## config.mk

```make
export PLATFORM = sky130hd
export DESIGN_NAME = emp_ext_mem_port
export DESIGN_NICKNAME = d
export VERILOG_FILES = /design/src/hdl/emp_pkg.sv /design/src/hdl/emp_ahb_slave.sv /design/src/hdl/emp_pad_drv.sv /design/src/hdl/emp_ext_mem_port.sv
export SDC_FILE = /design/constraint.sdc
export NUM_CORES = 1
export LEC_CHECK = 0
export ABC_AREA = 0
export BUFFER_PORTS_ARGS = -buffer_cell sky130_fd_sc_hd__buf_2
export CAP_MARGIN = 20
export CELL_PAD_IN_SITES_DETAIL_PLACEMENT = 0
export CELL_PAD_IN_SITES_GLOBAL_PLACEMENT = 1
export CORE_MARGIN = 10
export CORE_UTILIZATION = 44
export CTS_BUF_LIST = sky130_fd_sc_hd__clkbuf_8
export CTS_CLUSTER_DIAMETER = 40
export DETAILED_ROUTE_END_ITERATION = 6
export PLACE_DENSITY = 0.8
export SYNTH_ARGS = -nofsm -noshare
export SYNTH_HDL_FRONTEND = slang
export SYNTH_HIERARCHICAL = 1
export SYNTH_SLANG_ARGS = --single-unit
```

## constraint.sdc

```tcl
create_clock -name I_REF_CLK -period 4.3 [get_ports I_REF_CLK]
set_clock_uncertainty 0.2 [all_clocks]
set_input_delay 0.43 -clock I_REF_CLK [delete_from_list [all_inputs] [get_ports I_REF_CLK]]
set_output_delay 0.43 -clock I_REF_CLK [all_outputs]
set_load 0.01 [all_outputs]
```

## src/hdl/emp_pkg.sv

```systemverilog
package emp_pkg;
  localparam logic [31:0] OFF_PORT_CFG  = 32'h0000_0000;
  localparam logic [31:0] OFF_BUS_CTRL  = 32'h0000_0004;
  localparam logic [31:0] OFF_UP_IO     = 32'h0000_0008;
  localparam logic [31:0] OFF_LO_IO     = 32'h0000_000c;
  localparam logic [31:0] OFF_STACK     = 32'h0000_0010;
  localparam logic [31:0] OFF_XFER      = 32'h0000_0014;
  localparam logic [31:0] OFF_STATUS    = 32'h0000_0018;
  localparam logic [31:0] OFF_RDATA     = 32'h0000_001c;
  // Port config field positions
  localparam int CFG_UP_LO_MODE = 0;  // 2 bits: 0 in,1 out,2 addr
  localparam int CFG_UP_HI_MODE = 2;  // 2 bits
  localparam int CFG_LO_MODE    = 4;  // 2 bits: 0 in,1 out,2 addr/data
  localparam int CFG_UP_HS      = 6;
  localparam int CFG_LO_HS      = 7;
  localparam int CFG_OPEN_DRAIN = 8;
  localparam int CFG_LOW_EMI    = 9;
  localparam int CFG_EXT_TIMING = 10;
  localparam int CFG_FLOAT      = 11;
  localparam logic [1:0] MODE_IN   = 2'h0;
  localparam logic [1:0] MODE_OUT  = 2'h1;
  localparam logic [1:0] MODE_ADDR = 2'h2;
  localparam logic [11:0] CFG_RST_EXT = 12'h42a;
  localparam logic [11:0] CFG_RST_INT = 12'h000;
  localparam int XF_WRITE = 16;
  localparam int XF_STOP_REC = 17;
  // Machine-cycle phase lengths in clocks; extended timing adds a wait
  localparam logic [2:0] T_ADDR = 3'h1;
  localparam logic [2:0] T_HOLD = 3'h1;
  localparam logic [2:0] T_DATA = 3'h2;
  localparam logic [2:0] T_EXT  = 3'h2;
  localparam logic [15:0] SP_RST = 16'h0000;
  typedef enum logic [2:0] {
    EMP_IDLE, EMP_ADDR, EMP_HOLD, EMP_DATA, EMP_END
  } emp_state_e;
endpackage : emp_pkg

```

## src/hdl/emp_ahb_slave.sv

```systemverilog
`timescale 1ns/1ps
`default_nettype none
module emp_ahb_slave (
  input  wire  logic        I_REF_CLK,
  input  wire  logic        I_RST,
  input  wire  logic        i_hsel,
  input  wire  logic [31:0] i_haddr,
  input  wire  logic [1:0]  i_htrans,
  input  wire  logic        i_hwrite,
  input  wire  logic        i_hready,
  output logic              o_wr,
  output logic              o_rd,
  output logic [31:0]       o_addr
);
  import emp_pkg::*;
  logic        ph_wr;
  logic        ph_rd;
  logic [31:0] ph_addr;
  logic        next_ph_wr;
  logic        next_ph_rd;
  logic [31:0] next_ph_addr;
  always_comb begin
    next_ph_wr   = 1'b0;
    next_ph_rd   = 1'b0;
    next_ph_addr = ph_addr;
    if (i_hready && i_hsel && i_htrans[1]) begin
      next_ph_wr   = i_hwrite;
      next_ph_rd   = !i_hwrite;
      next_ph_addr = i_haddr;
    end
  end
  always_ff @(posedge I_REF_CLK or posedge I_RST) begin
    if (I_RST) begin
      ph_wr   <= 1'b0;
      ph_rd   <= 1'b0;
      ph_addr <= 32'h0000_0000;
    end else begin
      ph_wr   <= next_ph_wr;
      ph_rd   <= next_ph_rd;
      ph_addr <= next_ph_addr;
    end
  end
  assign o_wr   = ph_wr;
  assign o_rd   = ph_rd;
  assign o_addr = ph_addr;
endmodule // emp_ahb_slave
`default_nettype wire

```

## src/hdl/emp_pad_drv.sv

```systemverilog
`timescale 1ns/1ps
`default_nettype none
module emp_pad_drv (
  input  wire  logic [7:0] i_val,
  input  wire  logic [7:0] i_drive,
  input  wire  logic       i_open_drain,
  output logic [7:0]       o_out,
  output logic [7:0]       o_oe
);
  // Open drain only ever pulls low; the pin floats for a one
  always_comb begin
    o_out = i_val;
    o_oe  = i_drive;
    if (i_open_drain) begin
      o_out = 8'h00;
      o_oe  = i_drive & ~i_val;
    end
  end
endmodule // emp_pad_drv
`default_nettype wire

```

## src/hdl/emp_ext_mem_port.sv

```systemverilog
`timescale 1ns/1ps
`default_nettype none
module emp_ext_mem_port (
  input  wire  logic        I_REF_CLK,
  input  wire  logic        I_RST,
  input  wire  logic        I_HSEL,
  input  wire  logic [31:0] I_HADDR,
  input  wire  logic [1:0]  I_HTRANS,
  input  wire  logic        I_HWRITE,
  input  wire  logic [2:0]  I_HSIZE,
  input  wire  logic [31:0] I_HWDATA,
  input  wire  logic        I_HREADY,
  output logic [31:0]       O_HRDATA,
  output logic              O_HREADYOUT,
  output logic              O_HRESP,
  input  wire  logic        I_EXT_ONLY_SELECT_N,
  output logic              O_ADDR_LATCH_STROBE_N,
  output logic              O_ADDR_LATCH_STROBE_OE,
  output logic              O_TRANSFER_STROBE_N,
  output logic              O_TRANSFER_STROBE_OE,
  output logic              O_READ_WRITE,
  output logic              O_READ_WRITE_OE,
  input  wire  logic [7:0]  I_UPPER_ADDR_PORT_PINS,
  output logic [7:0]        O_UPPER_ADDR_PORT_PINS,
  output logic [7:0]        O_UPPER_ADDR_PORT_PINS_OE,
  input  wire  logic [7:0]  I_LOW_ADDR_DATA_PORT_PINS,
  output logic [7:0]        O_LOW_ADDR_DATA_PORT_PINS,
  output logic [7:0]        O_LOW_ADDR_DATA_PORT_PINS_OE,
  input  wire  logic        I_PORT3_LINE2,
  input  wire  logic        I_PORT3_LINE3,
  output logic              O_PORT3_LINE4,
  output logic              O_PORT3_LINE5,
  output logic              O_LOW_EMI
);
  import emp_pkg::*;
  logic        wr;
  logic [31:0] addr;
  logic [11:0] cfg;
  logic [11:0] next_cfg;
  logic        rst_seen;
  logic        next_rst_seen;
  logic [7:0]  up_io;
  logic [7:0]  next_up_io;
  logic [7:0]  lo_io;
  logic [7:0]  next_lo_io;
  logic [15:0] sp;
  logic [15:0] next_sp;
  logic [31:0] rdata;
  logic [31:0] next_rdata;
  emp_state_e  state;
  emp_state_e  next_state;
  logic [2:0]  cnt;
  logic [2:0]  next_cnt;
  logic [15:0] xaddr;
  logic [15:0] next_xaddr;
  logic [7:0]  xdata;
  logic [7:0]  next_xdata;
  logic        xwrite;
  logic        next_xwrite;
  logic [7:0]  mem_rd;
  logic [7:0]  next_mem_rd;
  logic        busy;
  logic [7:0]  up_val;
  logic [7:0]  up_drv;
  logic [7:0]  lo_val;
  logic [7:0]  lo_drv;
  logic        cfg_err;

  emp_ahb_slave u_slave (
    .I_REF_CLK (I_REF_CLK),
    .I_RST     (I_RST),
    .i_hsel    (I_HSEL),
    .i_haddr   (I_HADDR),
    .i_htrans  (I_HTRANS),
    .i_hwrite  (I_HWRITE),
    .i_hready  (I_HREADY),
    .o_wr      (wr),
    .o_rd      (),
    .o_addr    (addr)
  );

  function automatic logic [2:0] data_len(input logic ext);
    data_len = ext ? 3'(T_DATA + T_EXT) : T_DATA;
  endfunction

  assign busy = (state != EMP_IDLE);
  // Bus write is taken in the data phase; no wait states
  assign O_HREADYOUT = 1'b1;
  assign O_HRESP     = 1'b0;
  assign O_HRDATA    = rdata;

  // Reset-time mode capture, done one clock after release
  always_comb begin
    next_rst_seen = 1'b1;
    next_cfg      = cfg;
    next_up_io    = up_io;
    next_lo_io    = lo_io;
    next_sp       = sp;
    if (!rst_seen) begin
      next_cfg = I_EXT_ONLY_SELECT_N ? CFG_RST_INT : CFG_RST_EXT;
    end else if (wr) begin
      unique case (addr)
        OFF_PORT_CFG: next_cfg   = I_HWDATA[11:0];
        OFF_UP_IO:    next_up_io = I_HWDATA[7:0];
        OFF_LO_IO:    next_lo_io = I_HWDATA[7:0];
        OFF_STACK:    next_sp    = I_HWDATA[15:0];
        OFF_XFER: begin
          if (I_HWDATA[XF_STOP_REC]) begin
            next_sp = SP_RST;
          end
        end
        default: ;
      endcase
    end
  end

  always_ff @(posedge I_REF_CLK or posedge I_RST) begin
    if (I_RST) begin
      rst_seen <= 1'b0;
      cfg      <= CFG_RST_INT;
      up_io    <= 8'h00;
      lo_io    <= 8'h00;
      sp       <= SP_RST;
    end else begin
      rst_seen <= next_rst_seen;
      cfg      <= next_cfg;
      up_io    <= next_up_io;
      lo_io    <= next_lo_io;
      sp       <= next_sp;
    end
  end

  // External transfer sequencer: one machine cycle per request
  always_comb begin
    next_state  = state;
    next_cnt    = cnt;
    next_xaddr  = xaddr;
    next_xdata  = xdata;
    next_xwrite = xwrite;
    next_mem_rd = mem_rd;
    unique case (state)
      EMP_IDLE: begin
        if (wr && addr == OFF_XFER && rst_seen) begin
          next_xaddr  = I_HWDATA[15:0];
          next_xdata  = I_HWDATA[31:24];
          next_xwrite = I_HWDATA[XF_WRITE];
          next_cnt    = T_ADDR;
          next_state  = EMP_ADDR;
        end
      end
      EMP_ADDR: begin
        next_cnt = 3'(cnt - 3'h1);
        if (cnt == 3'h1) begin
          next_cnt   = T_HOLD;
          next_state = EMP_HOLD;
        end
      end
      EMP_HOLD: begin
        next_cnt = 3'(cnt - 3'h1);
        if (cnt == 3'h1) begin
          next_cnt   = data_len(cfg[CFG_EXT_TIMING]);
          next_state = EMP_DATA;
        end
      end
      EMP_DATA: begin
        next_cnt = 3'(cnt - 3'h1);
        if (cnt == 3'h1) begin
          if (!xwrite) begin
            next_mem_rd = I_LOW_ADDR_DATA_PORT_PINS;
          end
          next_state = EMP_END;
        end
      end
      EMP_END: begin
        next_state = EMP_IDLE;
      end
      default: next_state = EMP_IDLE;
    endcase
  end

  always_ff @(posedge I_REF_CLK or posedge I_RST) begin
    if (I_RST) begin
      state  <= EMP_IDLE;
      cnt    <= 3'h0;
      xaddr  <= 16'h0000;
      xdata  <= 8'h00;
      xwrite <= 1'b0;
      mem_rd <= 8'h00;
    end else begin
      state  <= next_state;
      cnt    <= next_cnt;
      xaddr  <= next_xaddr;
      xdata  <= next_xdata;
      xwrite <= next_xwrite;
      mem_rd <= next_mem_rd;
    end
  end

  // Handshake direction must agree across nibbles
  assign cfg_err = cfg[CFG_UP_HS] &&
                   (cfg[CFG_UP_HI_MODE+:2] != cfg[CFG_UP_LO_MODE+:2]);

  // Read data is fetched in the address phase so it stands through the
  // whole data phase; the bus never has to wait for it
  always_comb begin
    next_rdata = rdata;
    if (I_HREADY && I_HSEL && I_HTRANS[1] && !I_HWRITE) begin
      unique case (I_HADDR)
        OFF_PORT_CFG: next_rdata = {20'h0, cfg};
        OFF_UP_IO:    next_rdata = {24'h0, I_UPPER_ADDR_PORT_PINS};
        OFF_LO_IO:    next_rdata = {24'h0, I_LOW_ADDR_DATA_PORT_PINS};
        OFF_STACK:    next_rdata = {16'h0, sp};
        OFF_STATUS:   next_rdata = {26'h0, I_PORT3_LINE3, I_PORT3_LINE2,
                                    cfg_err, !I_EXT_ONLY_SELECT_N,
                                    xwrite, busy};
        OFF_RDATA:    next_rdata = {24'h0, mem_rd};
        default:      next_rdata = 32'h0000_0000;
      endcase
    end
  end

  always_ff @(posedge I_REF_CLK or posedge I_RST) begin
    if (I_RST) begin
      rdata <= 32'h0000_0000;
    end else begin
      rdata <= next_rdata;
    end
  end

  // Pin data: upper address in every phase; low port address in addr/hold phases, write data in data phase
  always_comb begin
    up_val = up_io;
    up_drv = 8'h00;
    if (cfg[CFG_UP_LO_MODE+:2] == MODE_ADDR) begin
      up_val[3:0] = xaddr[11:8];
      up_drv[3:0] = 4'hf;
    end else if (cfg[CFG_UP_LO_MODE+:2] == MODE_OUT) begin
      up_drv[3:0] = 4'hf;
    end
    if (cfg[CFG_UP_HI_MODE+:2] == MODE_ADDR) begin
      up_val[7:4] = xaddr[15:12];
      up_drv[7:4] = 4'hf;
    end else if (cfg[CFG_UP_HI_MODE+:2] == MODE_OUT) begin
      up_drv[7:4] = 4'hf;
    end
    lo_val = lo_io;
    lo_drv = (cfg[CFG_LO_MODE+:2] == MODE_OUT) ? 8'hff : 8'h00;
    if (cfg[CFG_LO_MODE+:2] == MODE_ADDR) begin
      lo_drv = 8'h00;
      if (state == EMP_ADDR || state == EMP_HOLD) begin
        lo_val = xaddr[7:0];
        lo_drv = 8'hff;
      end else if (state == EMP_DATA && xwrite) begin
        lo_val = xdata;
        lo_drv = 8'hff;
      end
    end
    if (cfg[CFG_FLOAT]) begin
      up_drv = 8'h00;
      lo_drv = 8'h00;
    end
  end

  emp_pad_drv u_up_pad (
    .i_val        (up_val),
    .i_drive      (up_drv),
    .i_open_drain (cfg[CFG_OPEN_DRAIN]),
    .o_out        (O_UPPER_ADDR_PORT_PINS),
    .o_oe         (O_UPPER_ADDR_PORT_PINS_OE)
  );

  emp_pad_drv u_lo_pad (
    .i_val        (lo_val),
    .i_drive      (lo_drv),
    .i_open_drain (cfg[CFG_OPEN_DRAIN]),
    .o_out        (O_LOW_ADDR_DATA_PORT_PINS),
    .o_oe         (O_LOW_ADDR_DATA_PORT_PINS_OE)
  );

  assign O_ADDR_LATCH_STROBE_N  = !(state == EMP_ADDR);
  assign O_TRANSFER_STROBE_N    = !(state == EMP_DATA);
  assign O_READ_WRITE           = busy ? !xwrite : 1'b1;
  assign O_ADDR_LATCH_STROBE_OE = !cfg[CFG_FLOAT];
  assign O_TRANSFER_STROBE_OE   = !cfg[CFG_FLOAT];
  assign O_READ_WRITE_OE        = !cfg[CFG_FLOAT];
  assign O_LOW_EMI              = cfg[CFG_LOW_EMI];
  // Handshake strobes reflect port readiness; direction from upper nibble
  assign O_PORT3_LINE5 = cfg[CFG_UP_HS] &&
                         (cfg[CFG_UP_HI_MODE+:2] == MODE_OUT);
  assign O_PORT3_LINE4 = cfg[CFG_LO_HS] && I_PORT3_LINE3;
endmodule // emp_ext_mem_port
`default_nettype wire

```

# --- After elaboration in Yosys (flattened, before gate mapping) ---
# Index checks and enable logic that the tools add are counted.
word_totals:
  register_bits: 149
  inputBits: 93
  output_inout_bits: 75
  elab_cells: 114
op_classes:
  add_sub_neg: 1
  n_eq_ne: 27
  n_mux: 37
  bitwise: 5
  n_reduce_logical: 30
op_table:
  columns: ["cell", "n"]
  rows:
  - ["$eq 32x5->1 const B", 5]
  - ["$eq 32x4->1 const B", 4]
  - ["$mux 8", 13]
  - ["$pmux 16 s6", 1]
  - ["$logic_not 32->1", 2]
  - ["$mux 12", 3]
  - ["$pmux 16 s2", 1]
  - ["$mux 4", 6]
  - ["$pmux 3 s4", 2]
  - ["$mux 3", 7]
  - ["$and 8x8->8", 2]
  - ["$mux 16", 1]
  - ["$not 8->8", 2]
  - ["$mux 11", 1]
  - ["$ne 2x2->1 const B", 5]
  - ["$logic_and 1x1->1", 9]
  - ["$reduce_and 3->1", 3]
  - ["$reduce_and 4->1", 2]
  - ["$eq 2x1->1 const B", 3]
  - ["$eq 2x2->1 const B", 3]
  - ["$eq 3x1->1 const B", 2]
  - ["$eq 3x2->1 const B", 2]
  - ["$logic_not 1->1", 6]
  - ["$reduce_and 2->1", 3]
  - ["10 further kinds", 12]

# --- Longest topological paths before layout ---
# Gate-level depths: netlist (run 1).
depth:
  depth_word: 8
  ltp_mapped: 8
  ltp_nobuf: 7

# --- Hierarchy ---
# Netlist (run 1), hierarchy kept.
by_module_without_submodules:
  columns: ["module", "instances", "cells_per_inst", "area_per_inst_um2", "seq_area_each_um2"]
  rows:
  - ["emp_ext_mem_port", 1, 451, 5139.9, 2502.4]
  - ["emp_ahb_slave", 1, 74, 1382.6, 850.8]
  - ["emp_pad_drv", 2, 17, 161.4, 0.0]

# --- Worst setup path before layout (run 1) ---
# Ideal clock, no wire load.
synth_timing:
  path_type: "register to output"
  startpoint: "register state[2]"
  endpoint: "output O_LOW_ADDR_DATA_PORT_PINS_OE[0]"
  t_arrival_ps: 1858
  t_required_ps: 3670
  setup_slack_ps: 1812
  path_stages_with_launch: 9
  n_path_buf: 3
  cell_sequence: "dfrtp_1 -> clkbuf_1 -> nor2_4 -> o211a_1 -> buf_2 -> buf_2 -> a21oi_1 -> nor2_1 -> a21boi_2"
synth_between:
  elab_chain_len: 8
  elab_cells_between_ends: 15
  cone_classes: "eq/ne (3); mux (8); bitwise (2); reduce/logical (2)"
synth_lines:
  columns: ["item", "line", "source"]
  rows:
  - ["start, declared", "emp_ext_mem_port.sv:50", "emp_state_e state;"]
  - ["start signal, assigned", "emp_ext_mem_port.sv:190", "state <= next_state;"]
  - ["$eq 3x2->1", "emp_ext_mem_port.sv:253", "end else if (state == EMP_DATA && xwrite) begin"]
  - ["$logic_and 1x1->1", "emp_ext_mem_port.sv:253", null]
  - ["$mux 8", "emp_ext_mem_port.sv:253", null]
  - ["$mux 8 *", "emp_ext_mem_port.sv:250", "if (state == EMP_ADDR || state == EMP_HOLD) begin"]
  - ["$mux 8 *", "emp_ext_mem_port.sv:248", "if (cfg[CFG_LO_MODE+:2] == MODE_ADDR) begin"]
  - ["$mux 8 *", "emp_ext_mem_port.sv:258", "if (cfg[CFG_FLOAT]) begin"]
  - ["net lo_drv[0]", "emp_ext_mem_port.sv:66", "logic [7:0] lo_drv;"]
  - ["$and 8x8->8", "emp_pad_drv.sv:16", "o_oe = i_drive & ~i_val;"]
  - ["$mux 8 *", "emp_pad_drv.sv:14", "if (i_open_drain) begin"]
  - ["end, declared", "emp_ext_mem_port.sv:28", "output logic [7:0] O_LOW_ADDR_DATA_PORT_PINS_OE,"]
# Mark *: on every way through the listed nets, which the timed path passes. The rest lies on a longest branch.

# --- Worst setup path in the final report (run 1) ---
layout_timing:
  startpoint: "register state[1]"
  endpoint: "output O_LOW_ADDR_DATA_PORT_PINS_OE[1]"
layout_between:
  elab_chain_len: 8
  elab_cells_between_ends: 15
  cone_classes: "eq/ne (3); mux (8); bitwise (2); reduce/logical (2)"
layout_lines:
  columns: ["item", "line"]
  rows:
  - ["$eq 3x2->1", "emp_ext_mem_port.sv:253"]
  - ["$logic_and 1x1->1", "emp_ext_mem_port.sv:253"]
  - ["$mux 8", "emp_ext_mem_port.sv:253"]
  - ["$mux 8", "emp_ext_mem_port.sv:250"]
  - ["$mux 8", "emp_ext_mem_port.sv:248"]
  - ["$mux 8 or $not 8->8 (tied branches)", "emp_ext_mem_port.sv:258, emp_pad_drv.sv:16"]
  - ["$and 8x8->8", "emp_pad_drv.sv:16"]
  - ["$mux 8 *", "emp_pad_drv.sv:14"]
# Mark *: on every way between the ends. The rest lies on a longest branch, timed or not.

==> summary.md, run 1 <==
| Metric | Value |
|---|---|
| Outcome | `complete, no violations` |
| YS warnings | `6` |
| Post-route setup slack | `648 ps` |
| HPWL after DPL | `between 10000 and 15000 um` |
| Setup TNS | `0 ps` |
| Fmax achieved | `between 200 and 300 MHz` |
| Arrival time worst endpoint | `around 3000 ps` |
| Tmin final | `3650 ps` |
| TritonCTS Sinks | `around 130` |
| Most common cell after layout, fill and taps aside | `buf_2` |
| Multi-input logic area | `0.00316 mm^2` |
| Static leakage | `approximately 4.0 nW` |
| CTS clk-pin slew, worst paths | `approximately 80 ps` |
| Die area | `around 0.021 mm^2` |
| Slowest CP cell | `dfrtp_1` |
| Crit path launch type | `flip-flop` |
| Final instance area | `between 0.008 and 0.009 mm^2` |
| DRC errors left | `0` |
| HP Start | `I_HWDATA[25]` |
| Crit path max-delay family | `compound AO/OA/AOI/OAI gates` |
| CP endpoint kind | `output pin` |
| Number of nets in the layout | `798` |
| Post-synthesis cell count | `between 500 and 600` |
| Area growth from synthesis to layout | `17.9%` |
| Mapped cell area | `between 0.006 and 0.007 mm^2` |
| Crit Path Category | `flip-flop to output pin` |
| FF-to-FF Start | `u_slave/o_addr[9]` |
| Number of global-route vias before repair | `~5200` |
| Fin cells | `~900` |
| Power Total | `around 2.6 mW` |
| Via count | `approximately 4900` |
| Worst Path Required | `around 3700 ps` |
| Clk buf depth | `2` |
| Pin count of the biggest net entering global routing | `~80` |
| Starting density of the core | `between 40 and 50%` |
| Starting DRT DRC Count | `209` |
| Power per cell area | `329 mW/mm^2` |
| WP buf/inv | `1` |
| CP startpoint | `state[1]` |
| First-pass GRT wire length | `around 29000 um` |
| Worst min path class | `input pin to flip-flop` |
| Clock H-tree levels | `4` |
| Detail Route Antenna Nets | `0` |
| Total CTS buffers | `17` |
| CTS tree | `yes` |
| Unrepaired setup endpoints after global routing | `false` |
| Placed Cells | `approximately 860` |
| Sequential cell area | `roughly 0.0033 mm^2` |
| PortBufs | `139` |
| Total GRT Usage | `approximately 18%` |
| Max Cap Violations | `0` |
| Via-to-Cell Ratio | `around 5.5` |
| Most frequent cells in the layout | `139 x buf_2, 133 x dfrtp_1, 64 x mux2_2` |
| Row count | `between 40 and 50` |
| Root Driver | `clkbuf_8` |
| Antenna violations before repair | `0` |
| Syn Area/Cell | `12.2 um^2` |
| Total wire length | `around 18000 um` |
| Measured slew at the worst slew-check pin | `approximately 890 ps` |
| Placed inst area | `0.00752 mm^2` |
| Diodes inserted | `0` |
| Final setup fails | `0` |
| Die Height | `144 um` |
| Fraction of layout cells with a size suffix above 1 | `42.1%` |
| Drt wl/cell | `just over 20 um` |
| FILL cells | `1343` |
| Pins Over Slew Limit | `0` |
| Final Util | `between 50% and 60%` |
| Final period utilization | `between 80% and 90%` |
| Die X | `between 100 and 150 um` |
| Critical Path Fanout Max | `17` |
| Worst-path cell chain | `xnor2_1 -> nor2_4 -> o211a_1 -> a21oi_1 -> nor2_1 -> a21boi_2 -> buf_2` |
| Max incr delay on CP | `around 620 ps` |
| DP Worst Slack | `between 1000 and 1500 ps` |
| Slew HR | `between 40% and 50%` |
| Routability cong. | `just over 0.8` |
| 1st-pass router iterations | `4` |
| Final hold violation count | `0` |
| Global route overflow | `0` |
| Max VDD drop | `0.278 mV` |
| Core region area | `between 0.015 and 0.02 mm^2` |
| Top Ports | `about 170` |
| Worst-Skew Late Latency | `between 400 and 500 ps` |
| Number of setup buffers added after CTS | `0` |
| Hold Slack | `19.1 ps` |
## sequential cells by signal, summed over array words and instances, names as in the netlist
signal / count
xdata: 8
lo_io: 8
state: 3
O_HRDATA: 16
cfg: 12
xaddr: 16
mem_rd: 8
xwrite: 1
cnt: 3
rst_seen: 1
up_io: 8
u_slave/o_addr: 32
u_slave/o_wr: 1
sp: 16
## power by group
| group | total (mW) | internal (mW) | switching [mW] |
|---|---|---|---|
| clock network | 0.976 | 0.482 | 0.494 |
| registers | 1.37 | 1.31 | 0.0596 |
| logic | 0.293 | 0.153 | 0.140 |
## timing repair
item | CTS | global route
endpoints found under the setup margin | 0 | 0
hold buffers | 9 | 0
endpoints found under the hold margin | 41 | 0
gates resized for setup | 0 | 0
## final cells by class
| type | count | share of cell area [%] |
|---|---|---|
| Tap cell | 188 | 2.93 |
| Sequential cell | 133 | 41.4 |
| Timing Repair Buffer | 155 | 10.9 |
| Clock buffer | 19 | 3.25 |
| Inverter | 16 | 0.778 |
| Multi-Input combinational cell | 377 | 39.3 |
| Clock inverter | 13 | 1.37 |
## routing by layer
layer  global-route usage (%)  wire [um]  vias to the layer above  share of wire (%)
met5                        0          0                        -                  0
met4                     5.80        315                        0                1.7
met3                     5.28       1260                       22                6.9
met2                     27.6       8380                      169                 46
met1                     22.8       8250                     2460                 45
li1                         -          -                     2296                  -
## path summary, 6_finish.rpt
kind	slack, ps	cells after the start	to
min reg2reg	300	2	O_HRDATA[7]
max reg2reg	1690	6	xaddr[0]
min in group asynchronous	240	3	cfg[7]
min	20	2	xdata[1]
max	650	7	O_LOW_ADDR_DATA_PORT_PINS_OE[1]
max in group asynchronous	2730	5	cfg[8]
Note: power is estimated with default switching activity, not from simulation.
==> run 2, diff against run 1 <==
==> constraint.sdc (replaced) <==
create_clock -name I_REF_CLK -period 3.65 [get_ports I_REF_CLK]
set_clock_uncertainty 0.2 [all_clocks]
set_input_delay 0.365 -clock I_REF_CLK [delete_from_list [all_inputs] [get_ports I_REF_CLK]]
set_output_delay 0.365 -clock I_REF_CLK [all_outputs]
set_load 0.01 [all_outputs]
==> run 2 against run 1 <==
Against the previous run: final cell count rose by 5.9%; flip-flop and latch count unchanged; critical path depth is 1 higher; power is 24% higher; clock power increased by 32%; sequential share of layout area decreased by 2.6 points; highest routed layer unchanged.
==> summary.md, run 2 (synthesized netlist as in run 1, its figures left out) <==
| Metric | Value |
|---|---|
| Starting density of the core | `between 40 and 50%` |
| Number of nets in the layout | `849` |
| 1st-pass router iterations | `4` |
| PortBufs | `roughly 140` |
| HPWL after DPL | `~13000 um` |
| Worst min path class | `input pin to flip-flop` |
| Total wire length | `about 18000 um` |
| Final hold violation count | `0` |
| Fraction of layout cells with a size suffix above 1 | `39.9%` |
| Most frequent cells in the layout | `139 x buf_2, 133 x dfrtp_1, 64 x mux2_2` |
| Outcome | `complete, no violations` |
| Arrival time worst endpoint | `around 2700 ps` |
| Crit Path Category | `flip-flop to output pin` |
| Via count | `~5100` |
| Die X | `144 um` |
| Critical Path Fanout Max | `17` |
| DRC errors left | `0` |
| Clock H-tree levels | `4` |
| Via-to-Cell Ratio | `around 5.4` |
| Core region area | `around 0.015 mm^2` |
| Number of global-route vias before repair | `~5500` |
| Worst Path Required | `between 3000 and 4000 ps` |
| Worst-Skew Late Latency | `~450 ps` |
| Clk buf depth | `2` |
| Number of setup buffers added after CTS | `0` |
| Area growth from synthesis to layout | `25.9%` |
| Detail Route Antenna Nets | `0` |
| Row count | `45` |
| Root Driver | `clkbuf_8` |
| Slew HR | `roughly two fifths` |
| Measured slew at the worst slew-check pin | `~910 ps` |
| CTS tree | `yes` |
| Drt wl/cell | `just under 20 um` |
| Tmin final | `~3200 ps` |
| Final period utilization | `roughly nine tenths` |
| Global route overflow | `0` |
| Static leakage | `about 4.3 nW` |
| Setup TNS | `0 ps` |
| Slowest CP cell | `dfrtp_1` |
| Most common cell after layout, fill and taps aside | `buf_2` |
| Top Ports | `between 150 and 200` |
| Largest register FFs | `32` |
| Pins Over Slew Limit | `0` |
| Worst-path cell chain | `xnor2_1 -> nor2_4 -> o211a_1 -> buf_4 -> a21oi_1 -> nor2_2 -> a21boi_2 -> buf_2` |
| Max VDD drop | `0.264 mV` |
| CTS clk-pin slew, worst paths | `roughly 80 ps` |
| Die area | `about 0.021 mm^2` |
| Die Height | `144 um` |
| Total CTS buffers | `17` |
| CP endpoint kind | `output pin` |
| Max incr delay on CP | `about 610 ps` |
| Max Cap Violations | `0` |
| Antenna violations before repair | `1` |
| Fin cells | `roughly 950` |
| Power per cell area | `around 380 mW/mm^2` |
| Placed Cells | `~860` |
| Total GRT Usage | `around 18%` |
| Pin count of the biggest net entering global routing | `90` |
| Fmax achieved | `~310 MHz` |
| Final setup fails | `0` |
| First-pass GRT wire length | `a little under 30000 um` |
| Crit path launch type | `flip-flop` |
| Unrepaired setup endpoints after global routing | `false` |
| FILL cells | `approximately 1300` |
| Starting DRT DRC Count | `about 280` |
| TritonCTS Sinks | `between 100 and 150` |
| Routability cong. | `between 0.8 and 0.9` |
run 2: cell types whose count changed in the layout (fill, tap and decap cells not counted):
cell,delta
inv_1,-2
bufinv_16,+1
buf_16,-1
buf_4,+3
clkinv_4,+2
nor2_1,-1
clkbuf_8,+3
dlygate4sd3_1,+49
diode_2,+2
nor2_2,+1
clkinvlp_4,-4
run 2: layout make-up:
type                       count  area [um^2]  share of cell area [%]
antenna                        2         5.00                  0.0583
clock buffer                  22          303                    3.53
clock inverter                10          120                    1.40
inverter                      16         62.6                   0.729
multi-input combinational    377         3160                    36.9
sequential                   133         3330                    38.8
tap                          188          235                    2.74
timing repair buffer         206         1360                    15.9
run 2: worst paths after layout:
check                                                   to  depth (start not counted)  slack [ps]         startpoint
hold reg to reg                                O_HRDATA[4]                          2         280        O_HRDATA[4]
hold / removal                                       sp[5]                          2          30        I_HWDATA[5]
setup / recovery           O_LOW_ADDR_DATA_PORT_PINS_OE[0]                          8         410           state[1]
min in group asynchronous                          cfg[10]                          3         270              I_RST
setup reg to reg                                  xaddr[1]                          6        1100  u_slave/o_addr[9]
max in group asynchronous               u_slave/o_addr[16]                          4        2040              I_RST
run 2: worst max-delay path, delay by kind of cell, from the launching register on:
family | cells | cell delay [ps]
AO/OA/AOI/OAI | 3 | 500
AND/OR/NAND/NOR | 2 | 580
buffers and inverters | 2 | 350
XOR/XNOR | 1 | 180
flip-flops | 1 | 610
run 2: what timing repair did:
action                                 in CTS  in global routing
resized for setup                           0                  1
hold buffers                               58                  0
endpoints found under the hold margin      94                  0
setup endpoints to repair                   0                  6
run 2: metal layers:
| layer | routed length, um | global-route usage (%) |
|---|---|---|
| met1 | 8150 | 22.8 |
| met2 | 8840 | 28.8 |
| met3 | 1370 | 5.97 |
| met4 | 83 | 4.52 |
| met5 | 0 | 0 |
run 2: per-stage QoR:
stage	worst slack (ps)	utilization [%]	hold WS [ps]	instance area, um^2	total power, mW
2_1_floorplan	466	-	252	6880	1.85
3_3_place_gp	808	49.6	265	7540	1.96
3_5_place_dp	733	49.6	273	7540	1.97
4_1_cts	208	56.2	4.28	8550	3.31
5_1_grt	154	56.4	11.9	8580	3.42
6_report	413	56.4	34.5	8580	3.29
run 2: where the power goes:
part | leakage [nW] | switching, mW | internal [mW]
sequential | 1.78 | 0.0694 | 1.55
combinational | 2.26 | 0.171 | 0.214
clock | 0.211 | 0.586 | 0.701
total | 4.25 | 0.826 | 2.46
==> run 3, diff against run 2 <==
--- a/config.mk
+++ b/config.mk
@@ -6,16 +6,17 @@
 export NUM_CORES = 1
 export LEC_CHECK = 0
 export ABC_AREA = 0
-export BUFFER_PORTS_ARGS = -buffer_cell sky130_fd_sc_hd__buf_2
 export CAP_MARGIN = 20
 export CELL_PAD_IN_SITES_DETAIL_PLACEMENT = 0
 export CELL_PAD_IN_SITES_GLOBAL_PLACEMENT = 1
 export CORE_MARGIN = 10
-export CORE_UTILIZATION = 44
+export CORE_UTILIZATION = 52
 export CTS_BUF_LIST = sky130_fd_sc_hd__clkbuf_8
 export CTS_CLUSTER_DIAMETER = 40
 export DETAILED_ROUTE_END_ITERATION = 6
-export PLACE_DENSITY = 0.8
+export DONT_BUFFER_PORTS = 1
+export PLACE_DENSITY = 0.79
+export REMOVE_ABC_BUFFERS = 1
 export SYNTH_ARGS = -nofsm -noshare
 export SYNTH_HDL_FRONTEND = slang
 export SYNTH_HIERARCHICAL = 1
==> run 3 against run 2 <==
Against the previous run: clock power decreased by 4%; flip-flop and latch count unchanged; core utilization increased by 6.0 points; critical path depth decreased by 2; via count decreased by 8.9%; first-iteration DRC count increased by 1.1%; sequential share of layout area increased by 3.1 points; power decreased by 2.9%; wire length decreased by 0.95%; hold slack got worse by 13 ps; fmax increased by 1.7%; global-route usage increased by 2.5 points; critical path type unchanged; highest routed layer unchanged.
==> summary.md, run 3 (synthesized netlist as in run 1, its figures left out) <==
| Metric | Value |
|---|---|
| Outcome | `complete, no violations` |
| Starting DRT DRC Count | `~290` |
| Critical Path Fanout Max | `15` |
| Cell-internal power | `between 2 and 2.5 mW` |
| Sequential cell area | `between 0.003 and 0.004 mm^2` |
| Die X | `approximately 130 um` |
| Max VDD drop | `approximately 0.25 mV` |
| Crit path launch type | `flip-flop` |
| Via count | `4682` |
| Worst min path class | `input pin to flip-flop` |
| Routability cong. | `between 0.8 and 0.9` |
| Slew HR | `~46%` |
| P_sw | `about 0.77 mW` |
| Drt wl/cell | `22.6 um` |
| Total GRT Usage | `approximately 21%` |
| Antenna violations before repair | `3` |
| Die area | `between 0.015 and 0.02 mm^2` |
| Most frequent cells in the layout | `133 x dfrtp_1, 69 x dlygate4sd3_1, 64 x mux2_2` |
| Detail Route Antenna Nets | `0` |
| Worst-path cell chain | `xnor2_1 -> nor2_4 -> o211a_1 -> a21oi_1 -> nor2_1 -> a21boi_2` |
| Final setup fails | `0` |
| Unrepaired setup endpoints after global routing | `false` |
| CTS clk-pin slew, worst paths | `70 ps` |
| Hold Slack | `around 22 ps` |
| HPWL after DPL | `~12000 um` |
| Worst-Skew Late Latency | `~450 ps` |
| Clock H-tree levels | `4` |
| Power per cell area | `approximately 400 mW/mm^2` |
| CTS tree | `yes` |
| Fraction of layout cells with a size suffix above 1 | `between 20% and 30%` |
| Top Ports | `between 150 and 200` |
| Die Height | `134 um` |
| Global route overflow | `0` |
| Tmin final | `~3200 ps` |
| Setup TNS | `0 ps` |
| Arrival time worst endpoint | `2620 ps` |
| Measured slew at the worst slew-check pin | `~800 ps` |
| FILL cells | `1049` |
| Slowest CP cell | `dfrtp_1` |
| Pins Over Slew Limit | `0` |
| TritonCTS Sinks | `133` |
| Final hold violation count | `0` |
| Combinational share of power | `roughly a tenth` |
| Core region area | `approximately 0.013 mm^2` |
| Max incr delay on CP | `approximately 620 ps` |
| Max Cap Violations | `0` |
| Starting density of the core | `53.6%` |
| Crit Path Category | `flip-flop to output pin` |
| Reg power frac | `50.7%` |
| Largest register FFs | `32` |
| Row count | `41` |
| Number of global-route vias before repair | `just over 5000` |
| Via-to-Cell Ratio | `5.79` |
| CP endpoint kind | `output pin` |
| Multi-input logic area | `~0.0032 mm^2` |
| Static leakage | `between 3 and 4 nW` |
| Area growth from synthesis to layout | `16.6%` |
| Switching power share of the total | `24.1%` |
| 1st-pass router iterations | `4` |
| Worst Path Required | `around 3000 ps` |
| Root Driver | `clkbuf_8` |
| First-pass GRT wire length | `28900 um` |
| Final period utilization | `approximately 87%` |
| Pin count of the biggest net entering global routing | `between 80 and 90` |
| Clock power frac | `about 39%` |
| Cts repair resizes | `0` |
| DRC errors left | `0` |
| Fmax achieved | `314 MHz` |
| PortBufs | `0` |
| Number of nets in the layout | `approximately 720` |
| Total CTS buffers | `17` |
| Most common cell after layout, fill and taps aside | `dfrtp_1` |
| Clk buf depth | `2` |
| Total wire length | `between 15000 and 20000 um` |
[run 3: cell count changes in the layout (fill, tap and decap cells not counted)]
cell / delta
buf_2: -139
nor2_2: -1
dlygate4sd3_1: +11
inv_6: -1
clkinv_4: -1
clkinvlp_4: -1
inv_1: +2
nor2_1: +1
buf_4: -2
diode_2: +2
[run 3: stage by stage]
step	area [um^2]	utilization (%)	cells	power (mW)	setup slack, ps
global route	7940	62.4	808	3.32	260
finish	7950	62.5	809	3.19	466
global placement	6810	53.5	704	1.88	982
CTS	7910	62.2	804	3.20	426
floorplan	6550	-	526	1.83	466
detailed placement	6810	53.5	704	1.89	941
[run 3: final cells by class]
cell class / instances / share of cell area, %
Sequential cell: 133 / 41.9
Inverter: 16 / 0.787
Multi-Input combinational cell: 377 / 39.8
Timing Repair Buffer: 76 / 9.61
Clock buffer: 22 / 3.81
Clock inverter: 9 / 1.29
Tap cell: 172 / 2.71
Antenna cell: 4 / 0.126
[run 3: power by group through the flow]
stage | sequential, mW | combinational, mW | clock, mW
finish | 1.62 | 0.331 | 1.24
global route | 1.63 | 0.358 | 1.33
CTS | 1.61 | 0.324 | 1.27
detailed placement | 1.64 | 0.244 | 0
global placement | 1.64 | 0.239 | 0
floorplan | 1.62 | 0.207 | 0
[run 3: worst paths after layout]
path,from,to,slack (ps),depth (start not counted)
max in group asynchronous,I_RST,up_io[3],2240,4
setup reg to reg,u_slave/o_addr[9],xaddr[7],1040,6
hold reg to reg,u_slave/o_addr[6],u_slave/o_addr[6],310,1
hold / removal,I_HADDR[4],O_HRDATA[0],20,3
min in group asynchronous,I_RST,O_HRDATA[6],100,2
setup / recovery,state[1],O_LOW_ADDR_DATA_PORT_PINS_OE[2],470,6
[run 3: what timing repair did]
action / in CTS / in global routing
buffers inserted: 0 / 0
hold buffers: 69 / 0
hold endpoints to repair: 232 / 0
[run 3: critical path: cells and delay by family, from the launching register on]
| family | cells | cell delay, ps |
|---|---|---|
| simple gates | 2 | 780 |
| flops | 1 | 620 |
| compound gates | 3 | 600 |
| xor+xnor | 1 | 170 |
[run 3: per-layer routing]
layer | GRT usage [%] | share of wire, %
met1 | 23.9 | 40
met2 | 33.5 | 50
met3 | 7.90 | 8.2
met4 | 7.86 | 1.8
met5 | 0 | 0
